`src/uart_slp_defs.svh`:
```
// Purpose: offsets, field positions, reset values and timing counts for the uart support block
// Assumes: apb byte addresses, one register per aligned 32-bit word
// Notes: definitions only
`ifndef UART_SLP_DEFS_SVH
`define UART_SLP_DEFS_SVH

// register byte offsets
`define OFS_INTEN 12'h004
`define OFS_LNCTL 12'h00c
`define OFS_MDCTL 12'h010
`define OFS_LNSTS 12'h014
`define OFS_ENHF 12'h008
`define OFS_DLL 12'h020
`define OFS_DIVH 12'h024
`define OFS_EVT 12'h028
`define OFS_STS 12'h02c

// field positions
`define INTEN_SLEEP 4
`define ENHF_ENH 4
`define LNCTL_BRK 6
`define LNCTL_DLAB 7
`define MDCTL_PRE4 7
`define MDCTL_IRDA 6

// reset values
`define LNCTL_RST 8'h1d
`define LNSTS_RST 8'h60

// timing
`define TOUT_CHARS 4
`define PRE4_DIV 2'h3

`endif

```
`src/uart_slp_pkg.sv`:
```
// Purpose: shared types for the uart support block
// Assumes: nothing
// Notes: state encoding is one-hot
package uart_slp_pkg;
  typedef enum logic [1:0] {
    AWAKE = 2'b01,
    ASLEEP = 2'b10
  } pwr_state_t;
endpackage

```
`src/uart_sleep_timeout_baud_gen.sv`:
```
// Purpose: irq/polled status, auto sleep, rx time-out and break, break send, baud generator
// Assumes: pins synchronous to pclk; fifo and shifter live outside and report flags
// Notes: Behaviour
// Behaviour
// - any low enable bit drives irq
// - sleep needs enhanced and sleep enable bits
// - sleep only when idle, empty, no irq other than holding empty
// - no sleep while rx fifo holds data
// - uart clock stopped while asleep
// - rx, modem pin or tx write wakes
// - gpio transitions never wake the device
// - rx wake works in irda too
// - time-out after four idle character times
// - time-out restarts at stop centre, fifo read
// - break when rx low beyond one character
// - set-break bit holds tx output low
// - sixteen-bit divisor, one to 65535
// - prescaler four when modem bit seven set
// - baud tick is sixteen times bit rate
// - divisor from low and high byte
// - zero divisor gives no baud tick
// - one tick serves transmit and receive
// - divisor bytes reachable only with dlab
`timescale 1ns/10ps
`include "uart_slp_defs.svh"

module uart_sleep_timeout_baud_gen (
  // apb clock and reset
  input wire logic pclk,
  input wire logic presetn,
  input wire logic clk_en,
  // apb slave
  input wire logic psel,
  input wire logic penable,
  input wire logic pwrite,
  input wire logic [11:0] paddr,
  input wire logic [31:0] pwdata,
  output logic [31:0] prdata,
  output logic pready,
  output logic pslverr,
  // serial and modem pins
  input wire logic rx_in,
  input wire logic [3:0] modem_in,
  input wire logic [7:0] gpio_in,
  output logic tx_out,
  input wire logic tx_serial,
  // datapath status from fifo and shifter
  input wire logic tx_fifo_empty,
  input wire logic tx_shift_empty,
  input wire logic rx_fifo_has_data,
  input wire logic rx_below_trigger,
  input wire logic rx_stop_centre,
  input wire logic rx_fifo_read,
  input wire logic tx_fifo_write,
  input wire logic [3:0] char_bits,
  input wire logic [3:0] src_pending,
  // outputs
  output logic irq_n,
  output logic uart_clk_en,
  output logic baud_tick,
  output logic asleep,
  output logic [7:0] gpio_state
);

  // ************************************************
  // register file
  // ************************************************
  logic [7:0] interrupt_enable_reg; // low nibble enables, bit 4 sleep
  logic [7:0] line_control_reg; // bit 6 break, bit 7 divisor access
  logic [7:0] modem_control_reg; // bit 7 prescale select
  logic [7:0] enhanced_feature_reg; // bit 4 enhanced functions
  logic [7:0] divisor_low_byte; // divisor lsb
  logic [7:0] divisor_high_byte; // divisor msb
  logic [7:0] line_status_reg; // status seen by polling host
  logic toutf_reg; // sticky time-out event
  logic brkf_reg; // sticky break event
  uart_slp_pkg::pwr_state_t pwr_reg;

  logic wr_acc; // write access phase
  logic rd_acc; // read access phase
  logic dlab; // divisor latch access
  logic clr_evt; // software clears events
  assign wr_acc = psel && penable && pwrite;
  assign rd_acc = psel && penable && !pwrite;
  assign dlab = line_control_reg[`LNCTL_DLAB];
  // every register is a plain flop, so no access ever needs a wait state;
  // a host therefore sees a fixed two-cycle transfer
  assign pready = 1'b1; // zero wait state slave
  // unmapped, or divisor while locked, answers with an error
  // the error lets software spot a divisor write made with the latch bit clear
  always_comb begin
    pslverr = 1'b0;
    if (psel && penable) begin
      case (paddr)
        `OFS_INTEN, `OFS_LNCTL, `OFS_MDCTL, `OFS_LNSTS, `OFS_ENHF,
        `OFS_EVT, `OFS_STS: pslverr = 1'b0;
        `OFS_DLL, `OFS_DIVH: pslverr = !dlab;
        default: pslverr = 1'b1;
      endcase
    end
  end

  function automatic logic hit(input logic [11:0] ofs);
    hit = wr_acc && (paddr == ofs);
  endfunction

  assign clr_evt = hit(`OFS_EVT);

  // control register writes; divisor bytes live in their own block below and are cleared by reset
  always_ff @(posedge pclk or negedge presetn) begin
    if (!presetn) begin
      interrupt_enable_reg <= 8'h00;
      line_control_reg <= `LNCTL_RST;
      modem_control_reg <= 8'h00; // divide-by-1 default
      enhanced_feature_reg <= 8'h00;
    end else if (clk_en) begin
      // writes land on every access-phase edge, so a held request writes again each cycle
      if (hit(`OFS_INTEN)) interrupt_enable_reg <= pwdata[7:0];
      if (hit(`OFS_LNCTL)) line_control_reg <= pwdata[7:0];
      if (hit(`OFS_ENHF)) enhanced_feature_reg <= pwdata[7:0];
      // register writes run on pclk, so they still work while asleep
      if (hit(`OFS_MDCTL)) begin
        // prescale bit only changes with enhanced functions on
        // this keeps legacy software from changing the bit rate by accident
        modem_control_reg[6:0] <= pwdata[6:0];
        if (enhanced_feature_reg[`ENHF_ENH]) modem_control_reg[7] <= pwdata[7];
      end
    end
  end

  // divisor bytes, gated by the access bit
  always_ff @(posedge pclk or negedge presetn) begin
    if (!presetn) begin
      divisor_low_byte <= 8'h00;
      divisor_high_byte <= 8'h00;
    end else if (clk_en) begin
      if (hit(`OFS_DLL) && dlab) divisor_low_byte <= pwdata[7:0];
      // a write while asleep is not blocked; keeping out of it is the host's duty
      if (hit(`OFS_DIVH) && dlab) divisor_high_byte <= pwdata[7:0];
    end
  end

  // ************************************************
  // sleep control
  // ************************************************
  logic sleep_ok; // sleep permitted
  logic can_sleep; // entry conditions hold
  logic wake; // wake event
  logic rx_prev; // last rx sample
  logic [3:0] modem_prev; // last modem sample
  logic other_irq; // irq other than holding empty
  logic rx_idle; // line idle
  // both bits must be set; clearing either one is also a way out of sleep
  // the holding-empty source is left out so an idle transmitter may sleep
  assign sleep_ok = enhanced_feature_reg[`ENHF_ENH] && interrupt_enable_reg[`INTEN_SLEEP];
  assign other_irq = |(src_pending[3:1] & interrupt_enable_reg[3:1]) || toutf_reg || brkf_reg;
  assign rx_idle = rx_in && !rx_fifo_has_data;
  assign can_sleep = sleep_ok && rx_idle && tx_fifo_empty && tx_shift_empty
                     && !other_irq;
  // rx edge is seen in both uart and infrared modes, mode bit is ignored
  // gpio pins are deliberately absent from the wake sum
  assign wake = (rx_in != rx_prev) || (modem_in != modem_prev) || tx_fifo_write;

  always_ff @(posedge pclk or negedge presetn) begin
    if (!presetn) begin
      rx_prev <= 1'b1;
      modem_prev <= 4'h0;
    end else if (clk_en) begin
      rx_prev <= rx_in;
      modem_prev <= modem_in;
    end
  end

  // power state: wake restores clock, registers untouched
  always_ff @(posedge pclk or negedge presetn) begin
    if (!presetn) begin
      pwr_reg <= uart_slp_pkg::AWAKE;
    end else if (clk_en) begin
      case (pwr_reg)
        uart_slp_pkg::AWAKE: if (can_sleep && !wake) pwr_reg <= uart_slp_pkg::ASLEEP;
        uart_slp_pkg::ASLEEP: if (wake || !sleep_ok) pwr_reg <= uart_slp_pkg::AWAKE;
        default: pwr_reg <= uart_slp_pkg::AWAKE;
      endcase
    end
  end
  assign asleep = (pwr_reg == uart_slp_pkg::ASLEEP);
  assign uart_clk_en = clk_en && !asleep;
  assign gpio_state = gpio_in; // readable while asleep

  // ************************************************
  // baud generator
  // ************************************************
  logic [15:0] divisor; // full divisor
  logic [1:0] pre_cnt; // prescaler count
  logic pre_tick; // prescaled clock enable
  logic [15:0] div_cnt; // divisor count
  assign divisor = {divisor_high_byte, divisor_low_byte};
  // prescaler gives one enable in four, or every cycle when off
  // the divisor counter only moves on this enable
  assign pre_tick = modem_control_reg[`MDCTL_PRE4] ? (pre_cnt == `PRE4_DIV) : 1'b1;

  // prescaler, frozen while asleep
  always_ff @(posedge pclk or negedge presetn) begin
    if (!presetn) begin
      pre_cnt <= 2'h0;
    end else if (uart_clk_en) begin
      pre_cnt <= pre_tick ? 2'h0 : pre_cnt + 2'h1;
    end
  end

  // divisor counter, tick is the 16x clock for both directions
  always_ff @(posedge pclk or negedge presetn) begin
    if (!presetn) begin
      div_cnt <= 16'h0000;
      baud_tick <= 1'b0;
    end else if (uart_clk_en) begin
      baud_tick <= 1'b0;
      if (divisor == 16'h0000) begin
        div_cnt <= 16'h0000; // no tick at all
      end else if (pre_tick) begin
        if (div_cnt >= divisor - 16'h0001) begin
          div_cnt <= 16'h0000;
          baud_tick <= 1'b1;
        end else begin
          div_cnt <= div_cnt + 16'h0001;
        end
      end
    end else if (clk_en) begin
      baud_tick <= 1'b0;
    end
  end

  // ************************************************
  // time-out and break detect
  // ************************************************
  logic [9:0] tout_cnt; // ticks since last restart
  logic [9:0] brk_cnt; // ticks with rx low
  logic [9:0] char_ticks; // one character in ticks
  assign char_ticks = {2'b00, char_bits, 4'h0}; // bits times sixteen

  // time-out counter, restarted by stop centre or fifo read
  always_ff @(posedge pclk or negedge presetn) begin
    if (!presetn) begin
      tout_cnt <= 10'h000;
      toutf_reg <= 1'b0;
    end else if (uart_clk_en) begin
      if (rx_stop_centre || rx_fifo_read || !rx_fifo_has_data) begin
        tout_cnt <= 10'h000;
      end else if (baud_tick && tout_cnt != 10'h3ff) begin
        tout_cnt <= tout_cnt + 10'h001;
      end
      // set wins over clear
      if (rx_below_trigger && rx_fifo_has_data && baud_tick
          && tout_cnt + 10'h001 == 10'(char_ticks * `TOUT_CHARS)) begin
        toutf_reg <= 1'b1;
      end else if (clr_evt && pwdata[0]) begin
        toutf_reg <= 1'b0;
      end
    end else if (clk_en && clr_evt && pwdata[0]) begin
      toutf_reg <= 1'b0;
    end
  end

  // break counter, longer than one whole character low
  always_ff @(posedge pclk or negedge presetn) begin
    if (!presetn) begin
      brk_cnt <= 10'h000;
      brkf_reg <= 1'b0;
    end else if (uart_clk_en) begin
      if (rx_in) brk_cnt <= 10'h000;
      else if (baud_tick && brk_cnt != 10'h3ff) brk_cnt <= brk_cnt + 10'h001;
      if (!rx_in && baud_tick && brk_cnt == char_ticks) begin
        brkf_reg <= 1'b1;
      end else if (clr_evt && pwdata[1]) begin
        brkf_reg <= 1'b0;
      end
    end else if (clk_en && clr_evt && pwdata[1]) begin
      brkf_reg <= 1'b0;
    end
  end

  // ************************************************
  // status, irq and tx pin
  // ************************************************
  // line status: bit 4 break, bits 5,6 transmitter empty, bit 0 data ready
  always_ff @(posedge pclk or negedge presetn) begin
    if (!presetn) begin
      // transmitter empty bits set, all else clear
      line_status_reg <= `LNSTS_RST;
    end else if (clk_en) begin
      line_status_reg <= {1'b0, tx_fifo_empty && tx_shift_empty, tx_fifo_empty,
                          brkf_reg, 3'h0, rx_fifo_has_data}; // polled view
    end
  end

  // irq when any low enable matches a pending source or time-out
  always_ff @(posedge pclk or negedge presetn) begin
    if (!presetn) begin
      irq_n <= 1'b1;
    end else if (clk_en) begin
      irq_n <= !((|(interrupt_enable_reg[3:0] & src_pending))
                 || (interrupt_enable_reg[0] && toutf_reg)
                 || (interrupt_enable_reg[2] && brkf_reg));
    end
  end

  // break send overrides the serializer until bit cleared
  always_ff @(posedge pclk or negedge presetn) begin
    if (!presetn) begin
      tx_out <= 1'b1;
    end else if (clk_en) begin
      // registered so the pin never glitches when the break bit flips
      // limitation: the pin lags the serializer by one cycle
      tx_out <= line_control_reg[`LNCTL_BRK] ? 1'b0 : tx_serial;
    end
  end

  // read mux, registered data
  always_ff @(posedge pclk or negedge presetn) begin
    if (!presetn) begin
      prdata <= 32'h0000_0000;
    end else if (clk_en && psel && !penable && !pwrite) begin
      case (paddr)
        // data is taken in the setup cycle and stands through the access
        // cycle, which trades one cycle of freshness for a flopped output
        `OFS_INTEN: prdata <= {24'h0, interrupt_enable_reg};
        `OFS_LNCTL: prdata <= {24'h0, line_control_reg};
        `OFS_MDCTL: prdata <= {24'h0, modem_control_reg};
        `OFS_LNSTS: prdata <= {24'h0, line_status_reg};
        `OFS_ENHF: prdata <= {24'h0, enhanced_feature_reg};
        // divisor bytes read back as zero while the latch bit is clear
        `OFS_DLL: prdata <= dlab ? {24'h0, divisor_low_byte} : 32'h0;
        `OFS_DIVH: prdata <= dlab ? {24'h0, divisor_high_byte} : 32'h0;
        `OFS_EVT: prdata <= {30'h0, brkf_reg, toutf_reg};
        `OFS_STS: prdata <= {15'h0, asleep, gpio_in, 8'h00};
        default: prdata <= 32'h0000_0000;
      endcase
    end
  end

endmodule

```
`config.mk`:
```
export PLATFORM = sky130hd
export DESIGN_NAME = uart_sleep_timeout_baud_gen
export DESIGN_NICKNAME = d
export VERILOG_FILES = /design/src/uart_slp_pkg.sv /design/src/uart_sleep_timeout_baud_gen.sv
export VERILOG_INCLUDE_DIRS = /design/src
export SDC_FILE = /design/constraint.sdc
export NUM_CORES = 1
export LEC_CHECK = 0
export ABC_AREA = 0
export BUFFER_PORTS_ARGS = -buffer_cell sky130_fd_sc_hd__buf_4
export CAP_MARGIN = 10
export CORE_AREA = 4 4 129 131
export CTS_CLUSTER_DIAMETER = 60
export DETAILED_ROUTE_END_ITERATION = 6
export DIE_AREA = 0 0 133 135
export GPL_ROUTABILITY_DRIVEN = 0
export PLACE_DENSITY = 0.78
export SLEW_MARGIN = 20
export SYNTH_ARGS = -nofsm -noshare
export SYNTH_HDL_FRONTEND = slang
export SYNTH_SLANG_ARGS = --single-unit
export TNS_END_PERCENT = 20
```
`constraint.sdc`:
```
create_clock -name pclk -period 4.25 [get_ports pclk]
set_input_delay 0.2125 -clock pclk [delete_from_list [all_inputs] [get_ports pclk]]
set_output_delay 0.2125 -clock pclk [all_outputs]
set_load 0.02 [all_outputs]
```
# After elaboration in Yosys (flattened, before gate mapping)
# Cells that the tools add are included.
totals:
  register_bits: 134
  inputBits: 79
  output_inout_bits: 47
  wordCells: 162
classes:
  add_sub_neg: 5
  n_lt_le_gt_ge: 1
  eq_ne: 22
  n_mux: 31
  bitwise: 2
  reduce_logical: 80
ops:
  columns: ["cell", "n"]
  rows:
  - ["$pmux 17 s9", 1]
  - ["$eq 12x6->1 const B", 4]
  - ["$mux 16", 3]
  - ["$mux 10", 4]
  - ["$logic_and 1x1->1", 37]
  - ["$eq 12x4->1 const B", 2]
  - ["$eq 12x5->1 const B", 2]
  - ["$reduce_and 2->1", 11]
  - ["$add 10x1->10 const B", 2]
  - ["$ne 10x10->1 const B", 2]
  - ["$add 16x1->16 const B", 1]
  - ["$ge 16x16->1", 1]
  - ["$logic_not 16->1", 1]
  - ["$mux 1", 16]
  - ["$mux 8", 2]
  - ["$sub 16x1->16 const B", 1]
  - ["$eq 12x3->1 const B", 1]
  - ["$reduce_bool 2->1", 6]
  - ["$eq 10x10->1", 1]
  - ["$eq 10x8->1", 1]
  - ["$logic_not 1->1", 10]
  - ["$logic_or 1x1->1", 9]
  - ["$reduce_or 7->1", 1]
  - ["$mux 2", 3]
  - ["16 further kinds", 19]

# Depth between registers and ports, before layout
# Gate-level depths: netlist of the first run.
depth:
  depth_word: 9
  ltp_mapped: 14
  mapped_depth_nobuf: 13

# Worst setup path after synthesis of the first run
# Ideal clock, no wire load.
synth_path:
  path_kind: "register to register"
  start: "reg divisor_low_byte[3]"
  end: "reg div_cnt[7]"
  setup_time_ps: 83
  t_arrival_ps: 3218
  t_required_ps: 4167
  path_slack_ps: 950
  path_stages_with_launch: 15
  path_buffers: 1
  period_less_slack_ps: 3300
  path_cell_list: "dfrtp_1 nor2_1 nand3_1 or3_1 nor4_1 nand2_1 xor2_1 ha_1 and3_1 a221oi_1 and3b_1 o2bb2ai_1 clkbuf_1 a31oi_1 o22ai_1"
synth_via:
  elab_chain_cells: 5
  elab_cells_between_ends: 8
  classes_between: "1 x add/sub; 1 x order compare; 3 x mux; 3 x reduce/logical"
synth_lines:
  columns: ["element", "line_no", "text"]
  rows:
  - ["from (decl)", "uart_sleep_timeout_baud_gen.sv:72", "logic [7:0] divisor_low_byte;"]
  - ["from (signal assigned)", "uart_sleep_timeout_baud_gen.sv:137", "if (hit(`OFS_DLL) && dlab) divisor_low_byte <= pwdata[7:0];"]
  - ["$sub 16x1->16", "uart_sleep_timeout_baud_gen.sv:221", "if (div_cnt >= divisor - 16'h0001) begin"]
  - ["$ge 16x16->1", "uart_sleep_timeout_baud_gen.sv:221", null]
  - ["$mux 16", "uart_sleep_timeout_baud_gen.sv:221", null]
  - ["$mux 16", "uart_sleep_timeout_baud_gen.sv:220", "end else if (pre_tick) begin"]
  - ["$mux 16", "uart_sleep_timeout_baud_gen.sv:218", "if (divisor == 16'h0000) begin"]
  - ["to (signal assigned)", "uart_sleep_timeout_baud_gen.sv:225", "div_cnt <= div_cnt + 16'h0001;"]
  - ["to (decl)", "uart_sleep_timeout_baud_gen.sv:196", "logic [15:0] div_cnt;"]
# Parallel ways exist; a longest one is shown, timed or not. The select of a mux whose other input is x is not followed.
# A chain may end at the register's enable or synchronous reset.

# Final worst setup path of the first run
layout_path:
  start: "reg divisor_low_byte[0]"
  end: "reg div_cnt[15]"
# Same word-level chain as after synthesis.

==> impl_metrics.yaml, run 1 <==
sta:
  fmax_mhz: 261
  timing.clock.skew_ns: 0.00407
  timing.final.crit_period_ns: 3.83
  setup_tns_ns: 0
  final-setup-viol-count: 0
  worstMarginPinSlew_ns: 0.781
  grt_setup_unrepaired: "no"
  worst_hold_slack_ns: 0.0165
  timing.max_slew.rel_slack_pct: 47.9
  finalHoldViolCount: 0
  finalWorstSetupSlack_ns: 0.422
  number_of_pins_exceeding_their_max_slew_limit_in_the_final_report: 0
  final_min_period_over_clock_period_pct: 90.1
power_and_ir_drop:
  switching_share_pct: 29.0
  max-vdd-ir-drop_v: 0.000285
  p_comb_share_pct: 18.0
  post-layout-total-power_mw: 3.41
  clockPowerShare_pct: 43.6
  total_power_density_per_cell_area_nw_per_um2: 414
  power.leakage_nw: 3.75
  seq_power_share_pct: 38.5
  power_dissipated_by_switching_net_loads_uw: 990
  internal_power_mw: 2.42
cts:
  clock-sinks: 119
  cts_inserted_buffers: 17
  tritoncts: "done"
  cts.clk_slew.worst_paths_ns: 0.06
  insertion_delay_ns: 0.42
  cts_buffer_depth: 2
  h-tree-depth: 4
  ctsResizeCount: 0
  post-cts-setup-buffers: 0
  clock_root_cell: "clkbuf_16"
logic_synthesis:
  post-synth-top-count-cell: "dfrtp_1"
  post-synth-top-area-fraction_pct: 39.6
  synth_sequential_area_ratio_pct: 43.4
  synth.distinct_cells: 64
  synthesis.area_um2: 6890
  ys_top_cells_by_count: "dfrtp_1, nand2_1, nor2_1, mux2_2, o21ai_0"
  dominantRegCellSynth: "dfrtp_1"
  postSynthCellCount: 690
  syn_area_per_cell_um2: 9.99
  synth-warning-count: 0
  async_flop_share_pct: 100
  synth.top_cells.by_area: "dfrtp_1, mux2_2, ha_1, nand2_1, dfstp_2"
  synth-edff-count: 0
  synth_seq_cells: 119
  synth_top_area_cell: "dfrtp_1"
layout:
  final_cell_count_no_fill: 997
  nets: 870
  largest_registers: "prdata (17), div_cnt (16)"
  insertedDiodeCount: 0
  registers.top_by_ff_count: "prdata"
  layout.cell_area.non_filler_um2: 8230
  largest_register_ffs: 17
  fillCellCount: 1373
  final_core_util_pct: 52.8
  layout-drive-gt1-share_pct: 24.1
  area_delta_synth_final_pct: 19.5
die:
  die_width_um: 133
  initial_util_pct: 44.2
  design.core.area_um2: 15600
  die-height_um: 135
  boundaryPins: 126
  dieArea_um2: 18000
  num_rows: 46
setup_path:
  crit_path_start_kind: "flip-flop"
  crit_required_ns: 4.56
  worst-r2r-cell-count: 13
  ff2ff_setup_slack_ns: 0.42
  origin_of_the_critical_flop_to_flop_path: "divisor_low_byte[0]$_DFFE_PN0P_"
  rr_endpoint: "div_cnt[15]$_DFFE_PN0P_"
  critPathCaptureType: "flip-flop"
  setup.worst_path.class: "flip-flop to flip-flop"
  cp_max_fo: 9
  worst-endpoint-arrival_ns: 4.14
drt:
  drt_pre_antenna_iters: 6
  route.vias.total: 5575
  detail_route.wl_per_cell_um: 17.3
  drtIter0Drc: 560
  antenna_violating_nets_post_route: 0
  route.detailed.drc: 0
  routed_via_density: 5.59
  post_detailed_routing_wire_length_um: 17300
min_path:
  timing.hold.worst.start: "gpio_in[7]"
  worst_hold_path_type: "input port to flip-flop"
  hold_path_end: "prdata[15]$_DFFE_PN0P_"
  worstHoldPathCells: 2
placed_design:
  postPlaceCellArea_um2: 7610
  placement_stage_worst_setup_slack_ns: 0.393
  detailed_place_hpwl_um: 12400
  placed_cells_incl_taps: 964
  portBuffers: 85
grt:
  gr-total-overflow: 0
  antenna_found_initial: 0
  grt_pass1_vias: 5473
  grt_pass1_wl_um: 27800
  grt_max_degree: 62
  grt_usage_pct: 19.5
job:
  max_cap_viol_count: 0
status:
  outcome: "finished clean"
==> repair_timing <==
item / CTS / global route
hold endpoints to repair: 53 / 0
endpoints found under the setup margin: 0 / 0
hold buffers: 1 / 0
==> kinds of logic after synthesis <==
logic type | synth area share [%]
AO/OA/AOI/OAI | 13.1
flip-flops | 43.4
multiplexers | 10.7
buffers and inverters | 5.30
adder cells (fa/ha/maj) | 4.18
other | 0.109
XOR/XNOR | 4.83
AND/OR/NAND/NOR | 18.4
==> final cells by class <==
type | instances | area (um2) | area share (%)
tap | 216 | 270 | 3.28
timing repair buffer | 90 | 678 | 8.24
clock buffer | 21 | 470 | 5.71
multi-input combinational | 516 | 3590 | 43.6
sequential | 119 | 2990 | 36.3
inverter | 24 | 90.1 | 1.09
clock inverter | 11 | 145 | 1.76
==> worst max-delay path by stage <==
stage | start | end | cells past startpoint
4_1_cts | divisor_low_byte[0]$_DFFE_PN0P_ | div_cnt[9]$_DFFE_PN0P_ | 13
2_1_floorplan | divisor_low_byte[3]$_DFFE_PN0P_ | div_cnt[7]$_DFFE_PN0P_ | 14
3_3_place_gp | divisor_low_byte[0]$_DFFE_PN0P_ | div_cnt[10]$_DFFE_PN0P_ | 13
6_report | divisor_low_byte[0]$_DFFE_PN0P_ | div_cnt[15]$_DFFE_PN0P_ | 13
3_5_place_dp | divisor_low_byte[0]$_DFFE_PN0P_ | div_cnt[9]$_DFFE_PN0P_ | 13
5_1_grt | divisor_low_byte[0]$_DFFE_PN0P_ | div_cnt[10]$_DFFE_PN0P_ | 13
==> metal layers <==
metal | vias up | part of all wire, % | GRT usage [%]
met5 | - | 0 | 0
met3 | 25 | 6.1 | 5.44
met2 | 185 | 48 | 31.6
met4 | 0 | 1.2 | 5.89
li1 | 2638 | - | -
met1 | 2727 | 44 | 25.5
==> power groups by stage <==
stage               sequential (mW)  combinational [mW]  clock, mW
finish                         1.31               0.614       1.49
global route                   1.32               0.686       1.55
CTS                            1.31               0.615       1.50
detailed placement             1.33               0.614          0
global placement               1.33               0.591          0
floorplan                      1.32               0.383          0
==> cell usage in the layout (no fill, tap or decap), types with 15 or more instances in the layout <==
master	synthesis	layout
nor2_1	51	51
mux2_1	15	15
ha_1	23	23
a21oi_1	18	18
a22o_1	18	18
xnor2_1	26	26
nand2_1	73	73
mux2_2	44	44
buf_4	25	89
nand3_1	23	23
dfrtp_1	109	109
clkbuf_16	0	17
o21ai_0	37	37
conb_1	2	16
inv_1	24	24
nand4_1	17	17
==> critical path, stage by stage, from the launching register on <==
cell       delay [ns]
dfrtp_1          0.40
inv_1            0.14
ha_1             0.22
nor4b_1          0.45
nand2_1          0.18
nor2_1           0.15
xnor2_1          0.14
ha_1             0.27
a21o_1           0.18
a21oi_1          0.19
a21oi_1          0.09
o2bb2ai_1        0.61
nand2_1          0.37
o311ai_1         0.34
No activity file was read; power rests on OpenSTA's default activity.
==> run 2: changes to the inputs <==
GPL_ROUTABILITY_DRIVEN = not set   (was 0)
HOLD_SLACK_MARGIN = 0.02   (was not set)
SETUP_SLACK_MARGIN = 0.1   (was not set)
==> impl_metrics.yaml, run 2 (synthesis results as in run 1) <==
cts:
  insertion_delay_ns: 0.42
  clock_root_cell: "clkbuf_16"
  post-cts-setup-buffers: 0
  tritoncts: "done"
  cts.clk_slew.worst_paths_ns: 0.06
  cts_buffer_depth: 2
  clock-sinks: 119
  cts_inserted_buffers: 17
  h-tree-depth: 4
grt:
  grt_usage_pct: 20.1
  grt_use_met1_pct: 26.2
  met3_usage_pct: 5.03
  grt-busiest-layer: "met2"
  grt_pass1_vias: 5676
  grt_pass1_wl_um: 29000
  grt_max_degree: 72
  grtUsageMet2_pct: 33.3
  antenna_found_initial: 0
  gr-total-overflow: 0
sta:
  final-setup-viol-count: 0
  timing.final.crit_period_ns: 3.63
  finalWorstSetupSlack_ns: 0.616
  worstMarginPinSlew_ns: 0.894
  number_of_pins_exceeding_their_max_slew_limit_in_the_final_report: 0
  timing.max_slew.rel_slack_pct: 40.4
  timing.clock.skew_ns: 0.00901
  setup_tns_ns: 0
  grt_setup_unrepaired: "no"
  final_min_period_over_clock_period_pct: 85.5
  finalHoldViolCount: 0
  fmax_mhz: 275
setup_path:
  cp_max_fo: 7
  critical_path_buf_inv_count: 1
  cp_max_stage_cell: "dfrtp_1"
  crit_required_ns: 4.56
  cell_chain_critical_path: "nor2_1 > nand3_1 > or3_1 > nor4_1 > buf_4 > nand2_1 > xor2_1 > ha_1 > and3_1 > a221oi_1 > and3b_1 > o2bb2ai_1 > nand2_1 > o311ai_1"
  worst-endpoint-arrival_ns: 3.95
  crit_top_cell: "nand2_1"
  setup.worst_path.class: "flip-flop to flip-flop"
  max_stage_delay_ns: 0.47
  critPathCaptureType: "flip-flop"
  worst_path_dominant_cell_family: "simple AND/OR/NAND/NOR gates"
  crit_path_start_kind: "flip-flop"
layout:
  most_frequent_cells_in_the_layout: "dfrtp_1, buf_4, nand2_1"
  multiInputGateArea_um2: 3590
  final_core_util_pct: 53.4
  final_cell_count_no_fill: 1004
  largest_registers: "prdata (17), div_cnt (16)"
  insertedDiodeCount: 0
  area_delta_synth_final_pct: 20.8
  largest_register_ffs: 17
  fillCellCount: 1340
  layout_commonest_cell: "dfrtp_1"
  layout-drive-gt1-share_pct: 24.0
  registers.top_by_ff_count: "prdata"
  final-seq-area_um2: 2990
  nets: 877
job:
  max_cap_viol_count: 0
die:
  design.core.area_um2: 15600
  num_rows: 46
  boundaryPins: 126
  die_width_um: 133
  initial_util_pct: 44.2
  die-height_um: 135
  dieArea_um2: 18000
power_and_ir_drop:
  seq_power_share_pct: 37.4
  power.leakage_nw: 3.79
  clockPowerShare_pct: 44.3
  power_dissipated_by_switching_net_loads_mw: 1.01
  total_power_density_per_cell_area_nw_per_um2: 421
  internal_power_mw: 2.50
  p_comb_share_pct: 18.3
  max-vdd-ir-drop_v: 0.000285
  switching_share_pct: 28.7
drt:
  drt_pre_antenna_iters: 7
  route.vias.total: 5768
  detail_route.wl_per_cell_um: 17.7
  route.detailed.drc: 0
  antenna_violating_nets_post_route: 0
  post_detailed_routing_wire_length_um: 17800
  drtIter0Drc: 484
  routed_via_density: 5.75
status:
  outcome: "finished clean"
placed_design:
  placed_cells_incl_taps: 965
  detailed_place_hpwl_um: 12500
  gp_congestion: 0.953
  portBuffers: 85
  placement_stage_worst_setup_slack_ns: 0.684
min_path:
  worst_hold_path_type: "input port to flip-flop"
==> run 2: cell types whose count changed in the layout (fill, tap and decap cells not counted), sizes merged <==
| cell | before | now |
|---|---|---|
| buf | 89 | 90 |
| bufinv | 3 | 4 |
| clkinv | 4 | 5 |
| clkinvlp | 3 | 2 |
| dlygate4sd3 | 1 | 7 |
| inv | 25 | 24 |
==> run 2: repair_timing <==
| item | 4_1_cts | 5_1_grt |
|---|---|---|
| hold buffers | 7 | 0 |
| resized for setup | 0 | 0 |
| endpoints found under the hold margin | 67 | 0 |
==> run 2: power by group through the flow <==
stage               logic [mW]  registers, mW  clock network, mW
floorplan                0.383           1.32                  0
detailed placement       0.627           1.33                  0
global route             0.718           1.32               1.62
finish                   0.641           1.31               1.55
CTS                      0.642           1.31               1.57
global placement         0.611           1.32                  0
==> run 2: final cells by class <==
class | count | area share, %
inverter | 24 | 1.08
timing repair buffer | 97 | 8.96
sequential | 119 | 35.9
multi-input combinational | 516 | 43.1
clock inverter | 11 | 2.06
clock buffer | 21 | 5.65
tap | 216 | 3.25
==> run 2: per-layer routing <==
layer | share of wire (%) | wire length [um]
met1 | 42 | 7420
met2 | 49 | 8810
met3 | 7.3 | 1300
met4 | 1.5 | 267
met5 | 0 | 0
==> run 2: worst paths after layout <==
path	depth (start not counted)	from	slack (ns)	to
max in group asynchronous	3	presetn	2.83	line_control_reg[3]$_DFFE_PN1P_
min	2	gpio_in[1]	0.03	prdata[9]$_DFFE_PN0P_
min reg2reg	2	irq_n$_DFFE_PN1P_	0.47	irq_n$_DFFE_PN1P_
min in group asynchronous	2	presetn	0.46	tout_cnt[0]$_DFFE_PN0P_
max reg2reg	14	divisor_low_byte[3]$_DFFE_PN0P_	0.62	div_cnt[9]$_DFFE_PN0P_
max	14	divisor_low_byte[3]$_DFFE_PN0P_	0.62	div_cnt[9]$_DFFE_PN0P_
==> run 2: per-stage QoR <==
step / hold slack (ns) / cell area, um2 / power (mW)
2_1_floorplan: -0.0831 / 6940 / 1.70
3_3_place_gp: 0.392 / 7610 / 1.94
3_5_place_dp: 0.399 / 7610 / 1.95
4_1_cts: 0.0202 / 8330 / 3.52
5_1_grt: 0.0257 / 8330 / 3.66
6_report: 0.0268 / 8330 / 3.51
==> run 3: changes to the inputs <==
ABC_AREA = 1   (was 0)
CORE_AREA = 4 4 134 136   (was 4 4 129 131)
DIE_AREA = 0 0 138 140   (was 0 0 133 135)
PLACE_DENSITY = 0.77   (was 0.78)
==> impl_metrics.yaml, run 3 <==
status:
  outcome: "finished clean"
layout:
  area_delta_synth_final_pct: 17.8
  largest_register_ffs: 17
  most_frequent_cells_in_the_layout: "nand2_1, inv_1, dfrtp_1"
  final-seq-area_um2: 2990
  multiInputGateArea_um2: 3710
  registers.top_by_ff_count: "prdata"
  largest_registers: "prdata (17), div_cnt (16)"
  layout_commonest_cell: "nand2_1"
  nets: 1202
  fillCellCount: 1616
  layout-drive-gt1-share_pct: 15.3
  insertedDiodeCount: 0
die:
  num_rows: 48
  die_width_um: 138
  design.core.area_um2: 16900
  die-height_um: 140
  dieArea_um2: 19300
  initial_util_pct: 44.0
  boundaryPins: 126
logic_synthesis:
  synth_sequential_area_ratio_pct: 40.1
  synth.top_cells.by_area: "dfrtp_1, nand2_1, inv_1, nand3_1, nor2_1"
  synth.distinct_cells: 43
  syn_area_per_cell_um2: 7.26
  post-synth-top-area-fraction_pct: 36.6
  synth-warning-count: 0
  ys_top_cells_by_count: "nand2_1, inv_1, dfrtp_1, nor2_1, nand3_1"
  synth_seq_cells: 119
  dominantRegCellSynth: "dfrtp_1"
  post-synth-top-count-cell: "nand2_1"
  synth_top_area_cell: "dfrtp_1"
  synth-edff-count: 0
  async_flop_share_pct: 100
  postSynthCellCount: 1026
  synthesis.area_um2: 7450
drt:
  drt_pre_antenna_iters: 6
  route.vias.total: 6937
  routed_via_density: 5.18
  drtIter0Drc: 632
  route.detailed.drc: 0
  post_detailed_routing_wire_length_um: 19500
  detail_route.wl_per_cell_um: 14.6
  antenna_violating_nets_post_route: 0
cts:
  post-cts-setup-buffers: 0
  ctsResizeCount: 0
  cts.clk_slew.worst_paths_ns: 0.05
  h-tree-depth: 4
  cts_hold_repair.buffers: 2
  tritoncts: "done"
  clock_root_cell: "clkbuf_16"
  cts_buffer_depth: 2
  clock-sinks: 119
  cts_inserted_buffers: 17
  insertion_delay_ns: 0.42
power_and_ir_drop:
  total_power_density_per_cell_area_nw_per_um2: 337
  power.leakage_nw: 4.47
  max-vdd-ir-drop_v: 0.000275
setup_path:
  critPathCaptureType: "flip-flop"
  critical_path_buf_inv_count: 2
  cell_chain_critical_path: "inv_1 > ha_1 > nand3_1 > nor2_1 > nand3b_1 > nor3_1 > xor2_1 > inv_1 > ha_1 > nand2_1 > o21bai_1 > nand2_1 > a21oi_1 > nand3_1 > nor2_1 > nand3_1 > nand2_1"
  max_stage_delay_ns: 0.41
  worst_path_dominant_cell_family: "simple AND/OR/NAND/NOR gates"
  crit_path_start_kind: "flip-flop"
  cp_max_stage_cell: "dfrtp_1"
  cp_max_fo: 5
  worst-endpoint-arrival_ns: 3.71
  crit_required_ns: 4.60
  setup.worst_path.class: "flip-flop to flip-flop"
grt:
  grt_usage_pct: 20.2
  grt_max_degree: 52
  gr-total-overflow: 0
  antenna_found_initial: 0
  grt_pass1_vias: 6707
  grt_pass1_wl_um: 32500
sta:
  timing.max_slew.rel_slack_pct: 51.8
  grt_setup_unrepaired: "no"
  timing.clock.skew_ns: 0.00738
  final-setup-viol-count: 0
  finalWorstSetupSlack_ns: 0.886
  number_of_pins_exceeding_their_max_slew_limit_in_the_final_report: 0
  timing.final.crit_period_ns: 3.36
  final_min_period_over_clock_period_pct: 79.2
  worstMarginPinSlew_ns: 0.717
  finalHoldViolCount: 0
  setup_tns_ns: 0
  fmax_mhz: 297
placed_design:
  detailed_place_hpwl_um: 14200
  placement_stage_worst_setup_slack_ns: 1.07
  portBuffers: 85
  gp_congestion: 0.935
job:
  max_cap_viol_count: 0
min_path:
  worst_hold_path_type: "input port to flip-flop"
-- run 3: cell types whose count changed after synthesis, moves of 11 or more --
cell and delta:
inv_1 +94, mux2_1 -15, mux2_2 -44, a22o_1 -17
nand4_1 +14, xnor2_1 -20, nand2_1 +219, o21ai_1 +45
nor2_1 +40, nor4_1 -11, nand3_1 +54
-- run 3: cell families after synthesis --
group / count (synthesis) / synth area share (%)
adders and majority gates: 23 / 3.86
AOI/OAI and AO/OA: 136 / 9.83
and+or+nand+nor: 546 / 32.6
xor gates and xnor gates: 23 / 2.70
other: 2 / 0.101
buffers and inverters: 177 / 10.7
DFF: 119 / 40.1
-- run 3: layer usage --
layer  share of wire (%)  vias up  global-route usage [%]
li1                    -     3419                       -
met1                  43     3320                    26.2
met2                  50      176                    34.3
met3                 6.0       22                    5.05
met4                 1.2        0                    4.78
met5                   0        -                       0
-- run 3: tightest hold or removal path, delay by kind of cell --
family / cells / cell delay, ns
buffers and inverters: 1 / 0.09
and+or+nand+nor: 2 / 0.11
-- run 3: worst paths after layout --
path	startpoint	end	slack, ns	depth (start not counted)
max in group asynchronous	presetn	line_control_reg[3]$_DFFE_PN1P_	2.88	3
hold reg to reg	line_status_reg[5]$_DFFE_PN1P_	line_status_reg[5]$_DFFE_PN1P_	0.47	2
hold / removal	modem_in[2]	modem_prev[2]$_DFFE_PN0P_	0.03	3
min in group asynchronous	presetn	tout_cnt[5]$_DFFE_PN0P_	0.36	2
setup reg to reg	divisor_low_byte[0]$_DFFE_PN0P_	div_cnt[14]$_DFFE_PN0P_	0.89	17
setup / recovery	divisor_low_byte[0]$_DFFE_PN0P_	div_cnt[14]$_DFFE_PN0P_	0.89	17
-- run 3: stage by stage --
stage | util [%] | std cells | instance area (um2) | hold WS, ns | power, mW
finish | 51.8 | 1338 | 8770 | 0.0295 | 2.96
global route | 51.8 | 1338 | 8770 | 0.0259 | 3.05
CTS | 51.8 | 1338 | 8770 | 0.0234 | 2.97
detailed placement | 48.0 | 1304 | 8120 | 0.301 | 1.42
global placement | 48.0 | 1304 | 8120 | 0.290 | 1.41
floorplan | - | 1040 | 7500 | -0.0831 | 1.33
-- run 3: final cells by class --
| cell class | instances | area share [%] |
|---|---|---|
| Clock buffer | 21 | 5.25 |
| Clock inverter | 11 | 1.95 |
| Inverter | 129 | 5.52 |
| Multi-Input combinational cell | 744 | 42.3 |
| Sequential cell | 119 | 34.1 |
| Tap cell | 225 | 3.21 |
| Timing Repair Buffer | 89 | 7.67 |
-- run 3: power by group --
part           internal (mW)  switching [mW]
clock network           1.01           0.539
registers               1.16          0.0176
logic                 0.0769           0.149
total                   2.25           0.706
